### src/pmcs_regs.vh
// Purpose: register offsets, fields, resets and timing counts of the clock/power switch
// Assumes: classic wishbone, 32-bit words, byte addresses
// Notes:   included by pmcs_top.v
`ifndef PMCS_REGS_VH
`define PMCS_REGS_VH

`define PMCS_ADDR_SYSMODE      8'h00
`define PMCS_ADDR_RSTFLAGS     8'h04
`define PMCS_ADDR_STATUS       8'h08

// system_mode_control fields
`define PMCS_SM_CKS_HI         7
`define PMCS_SM_CKS_LO         5
`define PMCS_SM_FSTW           4
`define PMCS_SM_LRDY           3
`define PMCS_SM_HRDY           2
`define PMCS_SM_IDLE_ENABLE_BIT          1
`define PMCS_SM_HLSEL          0
`define PMCS_SM_RESET          8'h01

// reset_flags_and_clock_keep fields
`define PMCS_RF_KEEP           7
`define PMCS_RF_LVR            2
`define PMCS_RF_VCR            1
`define PMCS_RF_WDR            0
`define PMCS_RF_RESET          8'h00

// status register fields (read only)
`define PMCS_ST_PDF            0
`define PMCS_ST_TOF            1
`define PMCS_ST_MODE_LO        4

// timing counts, in oscillator cycles
`define PMCS_HXT_SETTLE        8'd128
`define PMCS_INTERNAL_HIGH_SPEED_OSCILLATOR_SETTLE       8'd16
`define PMCS_INTERNAL_LOW_SPEED_OSCILLATOR_SETTLE       8'd2
`define PMCS_SUB_WAKE          2'd2

// operating modes
`define PMCS_MODE_RUN          3'h0
`define PMCS_MODE_DEEP         3'h1
`define PMCS_MODE_WSLP         3'h2
`define PMCS_MODE_CLOCK_STOPPED_IDLE_MODE        3'h3
`define PMCS_MODE_CLOCK_RUNNING_IDLE_MODE        3'h4
`define PMCS_MODE_WAKE         3'h5

`endif

### src/pmcs_top.v
// Purpose: system clock selection, halt mode control, fast wake-up and reset-cause flags
// Assumes: oscillators present as one-cycle tick enables on clk_i; ticks are async-ish pins
// Notes:   the system clock is modelled as a clock-enable pulse, never a gated clock
`include "pmcs_regs.vh"
`timescale 1ns/10ps
`default_nettype none

// Summary of operation
// RL1 - crystal wake raises high-speed ready only after 128 crystal cycles
// RL2 - halt with idle enable set enters an idle mode
// RL3 - idle with clock keep set: cpu stops, system clock keeps running
// RL4 - idle with clock keep clear: cpu and system clock both stop
// RL5 - halt with idle enable clear enters a sleep mode
// RL6 - select bit 1 gives undivided fast clock, 0 gives divided or slow
// RL7 - selecting slow clock turns the high-speed oscillator off
// RL8 - divide-by-16 and divide-by-64 outputs stop with the fast clock
// RL9 - low-voltage reset flag sets on event, cleared only by writing 0
// RL10 - voltage-control reset flag sets on bad control value, software clears
// RL11 - watchdog-control reset flag sets on event, cleared only by writing 0
// RL12 - bits 6 to 3 of reset-flag register read as zero
// RL13 - fast wake only from watchdog-on sleep or clock-stopped idle; the code also fast-wakes from sleep entered with only the detector on
// RL14 - crystal fast wake: sub clock in 1-2 ticks, crystal after 128
// RL15 - internal oscillators wake in 15-16 or 1-2 cycles, fast bit ignored
// RL16 - watchdog off means no fast wake from deep sleep
// RL17 - select 0 with source 000 or 001 runs from low-speed oscillator
// RL18 - low-speed stability reported by low-speed ready bit
// RL19 - select 1 or source 010 to 111 returns to fast clock
// RL20 - software polls high-speed ready after switching back
// RL21 - halt, idle clear, watchdog and detector off: deep sleep, watchdog cleared
// RL22 - halt, idle clear, watchdog or detector on: sleep keeping sub clock
// RL23 - any halt sets power-down flag and clears time-out flag; halt_i is taken only in run mode
// RL24 - clock source changes only on a clean edge after release
module pmcs_top #(
  parameter HOSC_SEL = 2'h0  // 0 crystal, 1 internal fast, 2 internal slow
) (
  // clock and reset
  input  wire        clk_i,
  input  wire        reset_i,
  // wishbone slave
  input  wire        wb_cyc_i,
  input  wire        wb_stb_i,
  input  wire        wb_we_i,
  input  wire [7:0]  wb_adr_i,
  input  wire [3:0]  wb_sel_i,
  input  wire [31:0] wb_dat_i,
  output reg  [31:0] wb_dat_o,
  output reg         wb_ack_o,
  // oscillator ticks (external domain)
  input  wire        fast_tick_i,
  input  wire        slow_tick_i,
  input  wire        slow_stable_i,
  // cpu and system events
  input  wire        halt_i,
  input  wire        wake_i,
  input  wire        wdt_on_i,
  input  wire        lvd_on_i,
  input  wire        wdt_clear_i,
  input  wire        wdt_timeout_i,
  input  wire        lvr_event_i,
  input  wire        vcr_bad_i,
  input  wire        wdr_event_i,
  // clock controls
  output reg         sys_en_o,
  output reg         cpu_run_o,
  output reg         fast_osc_on_o,
  output reg         div16_en_o,
  output reg         div64_en_o,
  output reg         sub_clk_on_o,
  output reg         wdt_stop_o,
  output reg         using_sub_o
);

  ////////////////////////////////////////////////////////////////////////////
  // synchronisers for oscillator pins
  reg  [2:0] ft_s_q;
  reg  [2:0] st_s_q;
  reg  [1:0] ss_s_q;
  wire       ft_tick = ft_s_q[1] & ~ft_s_q[2];
  wire       st_tick = st_s_q[1] & ~st_s_q[2];
  wire       slow_ok = ss_s_q[1];

  always @(posedge clk_i)
  begin
    if (reset_i)
    begin
      ft_s_q <= 3'h0;
      st_s_q <= 3'h0;
      ss_s_q <= 2'h0;
    end
    else
    begin
      ft_s_q <= {ft_s_q[1:0], fast_tick_i};
      st_s_q <= {st_s_q[1:0], slow_tick_i};
      ss_s_q <= {ss_s_q[0], slow_stable_i};
    end
  end

  ////////////////////////////////////////////////////////////////////////////
  // registers
  reg  [7:0] system_mode_control_q;
  reg  [7:0] rflg_q;
  reg        pdf_q;
  reg        tof_q;
  reg        hrdy_q;
  reg  [2:0] mode_q;
  reg  [7:0] hcnt_q;
  reg  [1:0] scnt_q;
  reg        sub_q;
  reg  [5:0] div_q;

  wire [2:0] cks    = system_mode_control_q[`PMCS_SM_CKS_HI:`PMCS_SM_CKS_LO];
  wire       hlsel  = system_mode_control_q[`PMCS_SM_HLSEL];
  wire       slow_s = ~hlsel & (cks[2:1] == 2'h0);                 // see RL17 RL19
  wire       wb_req = wb_cyc_i & wb_stb_i & ~wb_ack_o;
  wire       wr_b0  = wb_req & wb_we_i & wb_sel_i[0];
  wire       wr_sm  = wr_b0 & (wb_adr_i == `PMCS_ADDR_SYSMODE);
  wire       wr_rf  = wr_b0 & (wb_adr_i == `PMCS_ADDR_RSTFLAGS);
  wire       halt_e = halt_i & (mode_q == `PMCS_MODE_RUN);

  // settle target by oscillator type
  wire [7:0] settle = (HOSC_SEL == 2'h0) ? `PMCS_HXT_SETTLE :
                      (HOSC_SEL == 2'h1) ? `PMCS_INTERNAL_HIGH_SPEED_OSCILLATOR_SETTLE :
                                           `PMCS_INTERNAL_LOW_SPEED_OSCILLATOR_SETTLE;

  always @(posedge clk_i)
  begin
    if (reset_i)
    begin
      system_mode_control_q <= `PMCS_SM_RESET;
      rflg_q <= `PMCS_RF_RESET;
      pdf_q  <= 1'b0;
      tof_q  <= 1'b0;
    end
    else
    begin
      if (wr_sm)
        system_mode_control_q <= {wb_dat_i[7:4], 2'h0, wb_dat_i[1:0]};
      if (wr_rf)
        rflg_q[`PMCS_RF_KEEP] <= wb_dat_i[`PMCS_RF_KEEP];
      // set beats a same-cycle software clear
      rflg_q[`PMCS_RF_LVR] <= lvr_event_i |
        (rflg_q[`PMCS_RF_LVR] & ~(wr_rf & ~wb_dat_i[`PMCS_RF_LVR]));    // see RL9
      rflg_q[`PMCS_RF_VCR] <= vcr_bad_i |
        (rflg_q[`PMCS_RF_VCR] & ~(wr_rf & ~wb_dat_i[`PMCS_RF_VCR]));    // see RL10
      rflg_q[`PMCS_RF_WDR] <= wdr_event_i |
        (rflg_q[`PMCS_RF_WDR] & ~(wr_rf & ~wb_dat_i[`PMCS_RF_WDR]));    // see RL11
      rflg_q[6:3] <= 4'h0;                                          // see RL12
      if (halt_e)
      begin
        pdf_q <= 1'b1;                                              // see RL23
        tof_q <= 1'b0;
      end
      else
      begin
        if (wdt_clear_i)
          pdf_q <= 1'b0;
        if (wdt_timeout_i)
          tof_q <= 1'b1;
      end
    end
  end

  ////////////////////////////////////////////////////////////////////////////
  // mode machine
  always @(posedge clk_i)
  begin
    if (reset_i)
    begin
      mode_q <= `PMCS_MODE_RUN;
      hrdy_q <= 1'b0;
      hcnt_q <= 8'h00;
      scnt_q <= 2'h0;
      sub_q  <= 1'b0;
    end
    else
    begin
      case (mode_q)
        `PMCS_MODE_RUN:
        begin
          if (halt_e)
          begin
            if (system_mode_control_q[`PMCS_SM_IDLE_ENABLE_BIT])                             // see RL2
              mode_q <= rflg_q[`PMCS_RF_KEEP] ? `PMCS_MODE_CLOCK_RUNNING_IDLE_MODE : `PMCS_MODE_CLOCK_STOPPED_IDLE_MODE;
            else if (wdt_on_i | lvd_on_i)                           // see RL5
              mode_q <= `PMCS_MODE_WSLP;                            // see RL22
            else
              mode_q <= `PMCS_MODE_DEEP;                            // see RL21
            if (~(system_mode_control_q[`PMCS_SM_IDLE_ENABLE_BIT] & rflg_q[`PMCS_RF_KEEP]))
              hrdy_q <= 1'b0;
          end
          else if (slow_s)
            hrdy_q <= 1'b0;                                         // see RL7
          else if (~hrdy_q)
          begin
            // restart after slow mode; software polls the flag   see RL20
            if (ft_tick)
              hcnt_q <= hcnt_q + 8'h01;
            if (ft_tick & (hcnt_q + 8'h01 >= settle))
            begin
              hrdy_q <= 1'b1;
              hcnt_q <= 8'h00;
            end
          end
        end
        `PMCS_MODE_CLOCK_RUNNING_IDLE_MODE:
          if (wake_i)
            mode_q <= `PMCS_MODE_RUN;
        `PMCS_MODE_DEEP, `PMCS_MODE_WSLP, `PMCS_MODE_CLOCK_STOPPED_IDLE_MODE:
          if (wake_i)
          begin
            mode_q <= `PMCS_MODE_WAKE;
            hcnt_q <= 8'h00;
            scnt_q <= 2'h0;
            // sub clock is dead in deep sleep, so no fast path   see RL13 RL16
            sub_q  <= 1'b0;
            if ((mode_q != `PMCS_MODE_DEEP) & (HOSC_SEL == 2'h0) &
                system_mode_control_q[`PMCS_SM_FSTW])                              // see RL15
              sub_q <= 1'b1;
          end
        `PMCS_MODE_WAKE:
        begin
          if (ft_tick)
            hcnt_q <= hcnt_q + 8'h01;
          if (sub_q & st_tick & (scnt_q != `PMCS_SUB_WAKE))
            scnt_q <= scnt_q + 2'h1;                                // see RL14
          if (ft_tick & (hcnt_q + 8'h01 >= settle))
          begin
            hrdy_q <= 1'b1;                                         // see RL1
            sub_q  <= 1'b0;
            mode_q <= `PMCS_MODE_RUN;
            hcnt_q <= 8'h00;
          end
        end
        default:
          mode_q <= `PMCS_MODE_RUN;
      endcase
    end
  end

  ////////////////////////////////////////////////////////////////////////////
  // clock enables; a source change takes effect only on its own tick
  wire sub_run   = sub_q & (scnt_q == `PMCS_SUB_WAKE);
  wire fast_live = hrdy_q & ~slow_s;
  wire cpu_on    = (mode_q == `PMCS_MODE_RUN) | sub_run;
  wire sys_live  = cpu_on | (mode_q == `PMCS_MODE_CLOCK_RUNNING_IDLE_MODE);           // see RL3 RL4
  reg  [2:0] dsel;
  reg        div_hit;

  always @*
  begin
    dsel    = hlsel ? 3'h0 : cks;                                   // see RL6
    div_hit = 1'b0;
    case (dsel)
      3'h0: div_hit = 1'b1;
      3'h2: div_hit = (div_q[5:0] == 6'h3F);
      3'h3: div_hit = (div_q[4:0] == 5'h1F);
      3'h4: div_hit = (div_q[3:0] == 4'hF);
      3'h5: div_hit = (div_q[2:0] == 3'h7);
      3'h6: div_hit = (div_q[1:0] == 2'h3);
      3'h7: div_hit = div_q[0];
      default: div_hit = 1'b0;
    endcase
  end

  always @(posedge clk_i)
  begin
    if (reset_i)
    begin
      div_q         <= 6'h00;
      sys_en_o      <= 1'b0;
      cpu_run_o     <= 1'b0;
      fast_osc_on_o <= 1'b1;
      div16_en_o    <= 1'b0;
      div64_en_o    <= 1'b0;
      sub_clk_on_o  <= 1'b1;
      wdt_stop_o    <= 1'b0;
      using_sub_o   <= 1'b0;
    end
    else
    begin
      if (fast_live & ft_tick)
        div_q <= div_q + 6'h01;
      // glitch-free: enable pulses only from the active tick   see RL24
      if (~sys_live)
        sys_en_o <= 1'b0;
      else if (sub_run | slow_s)
        sys_en_o <= st_tick & (sub_run | slow_ok);                  // see RL18
      else
        sys_en_o <= fast_live & ft_tick & div_hit;
      cpu_run_o     <= cpu_on;
      fast_osc_on_o <= ~slow_s & (mode_q != `PMCS_MODE_DEEP) &
                       (mode_q != `PMCS_MODE_WSLP) & (mode_q != `PMCS_MODE_CLOCK_STOPPED_IDLE_MODE);
      div16_en_o    <= fast_live & ft_tick & (div_q[3:0] == 4'hF);  // see RL8
      div64_en_o    <= fast_live & ft_tick & (div_q == 6'h3F);
      sub_clk_on_o  <= (mode_q != `PMCS_MODE_DEEP);
      wdt_stop_o    <= (mode_q == `PMCS_MODE_DEEP);
      using_sub_o   <= sub_run;
    end
  end

  ////////////////////////////////////////////////////////////////////////////
  // wishbone read and ack
  always @(posedge clk_i)
  begin
    if (reset_i)
    begin
      wb_ack_o <= 1'b0;
      wb_dat_o <= 32'h00000000;
    end
    else
    begin
      wb_ack_o <= wb_req;
      if (wb_req)
      begin
        case (wb_adr_i)
          `PMCS_ADDR_SYSMODE:
            wb_dat_o <= {24'h000000, system_mode_control_q[7:4], slow_ok, hrdy_q, system_mode_control_q[1:0]};
          `PMCS_ADDR_RSTFLAGS:
            wb_dat_o <= {24'h000000, rflg_q[7], 4'h0, rflg_q[2:0]};
          `PMCS_ADDR_STATUS:
            wb_dat_o <= {25'h0000000, mode_q, 2'h0, tof_q, pdf_q};
          default:
            wb_dat_o <= 32'h00000000;
        endcase
      end
    end
  end

endmodule

`default_nettype wire

### config.mk
export PLATFORM = sky130hd
export DESIGN_NAME = pmcs_top
export DESIGN_NICKNAME = d
export VERILOG_FILES = /design/src/pmcs_top.v
export VERILOG_INCLUDE_DIRS = /design/src /design/src/src
export SDC_FILE = /design/constraint.sdc
export NUM_CORES = 1
export LEC_CHECK = 0
export BUFFER_PORTS_ARGS = -buffer_cell sky130_fd_sc_hd__buf_2
export CORE_ASPECT_RATIO = 0.5
export CORE_MARGIN = 2
export CORE_UTILIZATION = 50
export DETAILED_ROUTE_END_ITERATION = 12
export GPL_TIMING_DRIVEN = 0
export PLACE_DENSITY = 0.78
export SYNTH_ARGS = -nofsm -noshare
export SYNTH_HDL_FRONTEND = slang
export SYNTH_SLANG_ARGS = --single-unit
export TNS_END_PERCENT = 1
### constraint.sdc
create_clock -name clk_i -period 2.7 [get_ports clk_i]
set_clock_uncertainty 0.2 [all_clocks]
set_input_delay 0.405 -clock clk_i [delete_from_list [all_inputs] [get_ports clk_i]]
set_output_delay 0.405 -clock clk_i [all_outputs]
set_load 0.01 [all_outputs]
Word level (Yosys, flattened, before mapping)
Cells that the tools add are included.
- bits in registers: 82
- word-level logic and storage cells: 162
- output and inout bits: 41
- $lt $le $gt $ge: 1
- bitwise logic cells: 51
- add/sub/neg operators: 3
- equality and inequality tests: 32
- muxes and demuxes: 35
- reductions and logical operators: 16
- operators by type and width (kind ; number):
    $mux W8 ; 6
    $pmux W8 S3 ; 2
    $and A1 B1 Y1 ; 31
    $eq A3 B3 Y1 const B ; 7
    $mux W3 ; 7
    $ne A2 B2 Y1 const B ; 9
    $eq A3 B2 Y1 const B ; 4
    $mux W1 ; 12
    $not A1 Y1 ; 12
    $pmux W3 S4 ; 1
    $reduce_and A3 Y1 ; 3
    $add A8 B1 Y8 const B ; 1
    $eq A8 B3 Y1 const B ; 1
    $eq A8 B4 Y1 const B ; 1
    $ge A8 B8 Y1 const B ; 1
    $logic_not A8 Y1 ; 1
    $or A1 B1 Y1 ; 8
    $pmux W1 S7 ; 1
    $add A6 B1 Y6 const B ; 1
    $eq A6 B6 Y1 const B ; 1
    $logic_not A3 Y1 ; 2
    $mux W2 ; 3
    $ne A3 B2 Y1 const B ; 2
    $reduce_bool A2 Y1 ; 3
    15 further kinds ; 18

Longest topological paths before layout
- depth in word-level cells: 9
- gate-level depth with buffers: 8
- gate-level depth less buffers: 8

Least setup slack after synthesis
No wires, ideal clock.
- kind: register -> register
- from: reg system_mode_control_q[7]
- to: reg hcnt_q[5]
- period minus slack after synthesis: 1.781 ns
- path slack: 0.919 ns
- arrival: 1.461 ns
- cell stages (with the launch flop): 7
- library setup time: 0.120 ns
- cells stage by stage: dfxtp_1 -> buf_2 -> nor3_1 -> or4_4 -> o211ai_4 -> o32a_1 -> o22ai_1
- word-level cells in the longest chain between the ends: 4
- RTL lines (item ; line ; RTL):
    start: declaration ; pmcs_top.v:100 ; reg [7:0] system_mode_control_q;
    start signal: assignment ; pmcs_top.v:129 ; system_mode_control_q <= `PMCS_SM_RESET;
    start signal: assignment ; pmcs_top.v:137 ; system_mode_control_q <= {wb_dat_i[7:4], 2'h0, wb_dat_i[1:0]};
    $logic_not A2 Y1 ; pmcs_top.v:113 ; wire slow_s = ~hlsel & (cks[2:1] == 2'h0);
    $and A1 B1 Y1 ; pmcs_top.v:113 ;
    $ne A2 B2 Y1 (no line) ; -- ;
    $reduce_and A5 Y1 (no line) ; -- ;
    end signal: assignment ; pmcs_top.v:197 ; hcnt_q <= hcnt_q + 8'h01;
    end signal: assignment ; pmcs_top.v:223 ; hcnt_q <= hcnt_q + 8'h01;
    end: declaration ; pmcs_top.v:106 ; reg [7:0] hcnt_q;
Every way passes these cells.
A chain may end at the register's enable or synchronous reset.

Worst setup path after layout
- from: reg mode_q[1]
- to: reg hcnt_q[5]
- word-level cells in the longest chain between the ends: 4
- elaborated cells between the ends (all ways): 14
- RTL lines (item ; line ; RTL):
    start: declaration ; pmcs_top.v:105 ; reg [2:0] mode_q;
    start signal: assignment ; pmcs_top.v:169 ; mode_q <= `PMCS_MODE_RUN;
    start signal: assignment ; pmcs_top.v:183 ; mode_q <= rflg_q[`PMCS_RF_KEEP] ? `PMCS_MODE_CLOCK_RUNNING_IDLE_MODE : `PMCS_MODE_CLOCK_STOPPED_IDLE_MODE;
    start signal: assignment ; pmcs_top.v:185 ; mode_q <= `PMCS_MODE_WSLP;
    $eq A3 B1 Y1, or another cell as far along ; pmcs_top.v:177 ; case (mode_q)
    $reduce_or A3 Y1 / $and A1 B1 Y1 (equally long branches) ; pmcs_top.v:177, pmcs_top.v:118 ;
    $ne A2 B2 Y1 (no line) / $reduce_bool A3 Y1 (equally long branches) ; -- ;
    $reduce_and A5 Y1 (no line) ; -- ;
Parallel ways exist; a longest one is shown, timed or not.

==> metrics.md <==
| Metric | Value |
|---|---|
| Cell Pwr Density | 734 nW/um2 |
| DP Worst Slack | 0.615 ns |
| Hold crit path type | primary input to flip-flop |
| Ys flop type | dfxtp_1 |
| Worst Tran Pin Value | ~0.7 ns |
| F_max | 0.488 GHz |
| Reg2Reg Depth | 6 |
| Seq/Total Area, Yosys | 0.409 |
| Period utilisation layout | 0.759 |
| Largest family of logic cells by synthesized area | simple AND/OR/NAND/NOR gates |
| Adder-cell share of the synthesized area | 0.0220 |
| FF+latch count, synth | 58 |
| PostCTS Resize Cnt | 0 |
| Final net count | around 470 |
| Setup tns final | 0 ns |
| Number of diodes | 0 |
| EDFF count, synth | 0 |
| I/O pins | 102 |
| Slowest CP cell | o21ai_0 |
| Syn Area/Cell | roughly 8.7 um2 |
| Crit-path max FO | 10 |
| Deepest clock path buffer count | 2 |
| Cell area after synthesis | 2840 um2 |
| Critical path, cell by cell | buf_2 -> nor2_1 -> o21ai_0 -> inv_1 -> nand3_4 -> o22ai_1 |
| Largest net degree at the start of global routing | 11 |
| Synth-to-Final Area Change | 24.5% |
| FILL cells | about 460 |
| Via Count | 2553 |
| Hold Path Cell Cnt | 2 |
| Max_slew headroom | 0.521 |
| Core ar. | 5490 um2 |
| Slew Limit Fails | 0 |
| CP arrival | approximately 2.1 ns |
| Post-Synth XOR/XNOR Area | 0.00617 |
| Leakage | between 1.5 and 2 nW |
| Placed cell areas | 3250 um2 |
| Minimum clock period | roughly 2.0 ns |
| Initial antenna violation count | 0 |
| Starting density of the core | 0.517 |
| Clk_lat worst skew | ~0.32 ns |
| Vias per cell | roughly 5.3 |
| Startpoint type of the worst setup path | flip-flop |
| First-pass GRT wire length | 10.9 mm |
| Clock root buffer | clkbuf_16 |
| Post-Synth Simple-Gate Area | 0.233 |
| Gr usage total | 0.219 |
| H-tree levels | 3 |
| Grt ovf | 0 |
| Die area | 6330 um2 |
| DR iter-0 viols | 102 |
| Final ANT Viol Nets | 0 |
| Detailed Route WL | roughly 6.7 mm |
| Placed Instances | roughly 470 |
| DP HPWL | approximately 4.8 mm |
| FP Rows | 19 |
| Final Wtd Congestion | a little over 0.9 |
| Clock Sinks | 58 |
| Synth warn | 0 |
| Number of global-route vias before repair | ~2400 |
| Port Buffers | 46 |
| 1st-pass router iterations | 4 |
| Reg clk slew, reported paths | around 0.050 ns |
| Final Worst Setup Slack | 0.650 ns |
| CTS tree | done |
| Postcts setup bufs | 0 |
| WL/cell | ~14 um |
| Run status | finished clean |
| Share of cells above drive strength 1 | 0.239 |
| Post-synthesis compound-gate area fraction | 0.164 |
| R2r setup slk | roughly 0.65 ns |
| Drt drc | 0 |
| CTS Hold Bufs | 0 |
| FFs w/ async S/R, synth | 0 |
| Setup Viol. Count Final | 0 |
| CP peak stage delay | about 0.57 ns |
| Post-synthesis mux area share | 0.0613 |
| Final Instance Area | 3530 um2 |
| Die width | about 110 um |
| Synth unique cells | 55 |
| WP data required | about 2.7 ns |
| Die height | about 57 um |
| RSZ-0062 raised after global routing | no |
| Max-capacitance violation count | 0 |
| Num CTS Buffers | 9 |
| Post-route insts no fill | between 400 and 500 |
| Mapped Cells | 325 |
| Worst Path Class, Setup | flip-flop to flip-flop |
| CP Capture Type | flip-flop |
| Final Hold Fails | 0 |
| Peak supply drop | roughly 0.33 mV |
area by class of cell:
class	count	area, um2	area share
Tap cell	73	91.3	0.0258
Clock inverter	5	55.1	0.0156
Inverter	13	48.8	0.0138
Timing Repair Buffer	46	230	0.0651
Sequential cell	58	1160	0.328
Buffer	40	246	0.0697
Clock buffer	11	233	0.0658
Multi-Input combinational cell	237	1470	0.416
cells in the final DEF, fill, tap and decap left out, drive strengths merged, types with 2 or more instances in the layout:
master,n
nand2,21
a32oi,3
o211ai,3
mux2i,14
clkbuf,20
and2,2
nand3,12
ha,5
a22oi,5
nor2,32
conb,24
dfxtp,58
o32ai,4
o2bb2ai,4
nor3b,3
mux2,3
nor4,3
nor3,4
nand3b,2
nand2b,7
a311oi,2
inv,13
and3,8
nor2b,11
a221oi,2
a21oi,20
clkinvlp,2
o21ai,15
a211o,2
clkinv,2
or3,7
a21o,2
nand4,2
buf,77
metrics by stage:
step | utilization | power, mW | hold WS (ns)
final | 0.644 | 2.59 | 0.0936
after global routing | 0.644 | 2.70 | 0.0998
after detailed placement | 0.591 | 1.50 | 0.233
after floorplan | - | 1.36 | 0.214
after global placement | 0.591 | 1.48 | 0.219
after CTS | 0.644 | 2.59 | 0.0962
registers in the layout, summed over array words and instances (netlist names), 2 cells and up:
register,cells
div_q,6
ft_s_q,3
hcnt_q,8
mode_q,3
rflg_q,4
scnt_q,2
ss_s_q,2
st_s_q,3
system_mode_control_q,6
wb_dat_o,8
cells by family after synthesis:
| logic type | count (synthesis) |
|---|---|
| muxes | 17 |
| xor gates and xnor gates | 2 |
| buffers and inverters | 53 |
| adders and majority gates | 5 |
| and+or+nand+nor | 121 |
| DFF | 58 |
| AOI/OAI and AO/OA | 68 |
| other | 1 |
metal layers:
layer  vias up  share of wire  GRT usage
li1       1269              -          -
met4         0          0.018     0.0946
met5         -              0          0
met3        15          0.070     0.0755
met1      1171           0.46      0.270
met2        98           0.45      0.357
critical path, delay by kind of cell (launching register included):
kind	cells	cell delay, ns
compound gates	2	0.65
buf+inv	2	0.45
flops	1	0.39
simple gates	2	0.24
synth_stat cells, types with 6 or more instances:
| master | count | area [um2] |
|---|---|---|
| dfxtp_1 | 58 | 1160 |
| nor2_1 | 32 | 120 |
| buf_4 | 24 | 180 |
| nand2_1 | 21 | 78.8 |
| a21oi_1 | 20 | 100 |
| mux2i_1 | 14 | 140 |
| inv_1 | 13 | 48.8 |
| o21ai_0 | 12 | 60.1 |
| nor2b_1 | 11 | 68.8 |
| nand3_1 | 10 | 50.1 |
| clkbuf_1 | 9 | 33.8 |
| and3_1 | 8 | 50.1 |
| nand2b_1 | 6 | 37.5 |
| or3_1 | 6 | 37.5 |
power by group:
part | internal, mW | switching (mW)
combinational | 0.218 | 0.312
clock | 0.710 | 0.391
sequential | 0.921 | 0.0407
final timing paths:
kind	startpoint	to
worst max-delay path	mode_q[1]	hcnt_q[5]
worst min-delay path	fast_tick_i	ft_s_q[0]
worst max register to register	mode_q[1]	hcnt_q[5]
worst min register to register	st_s_q[0]	st_s_q[1]
Power figures use the tool's default switching activity.
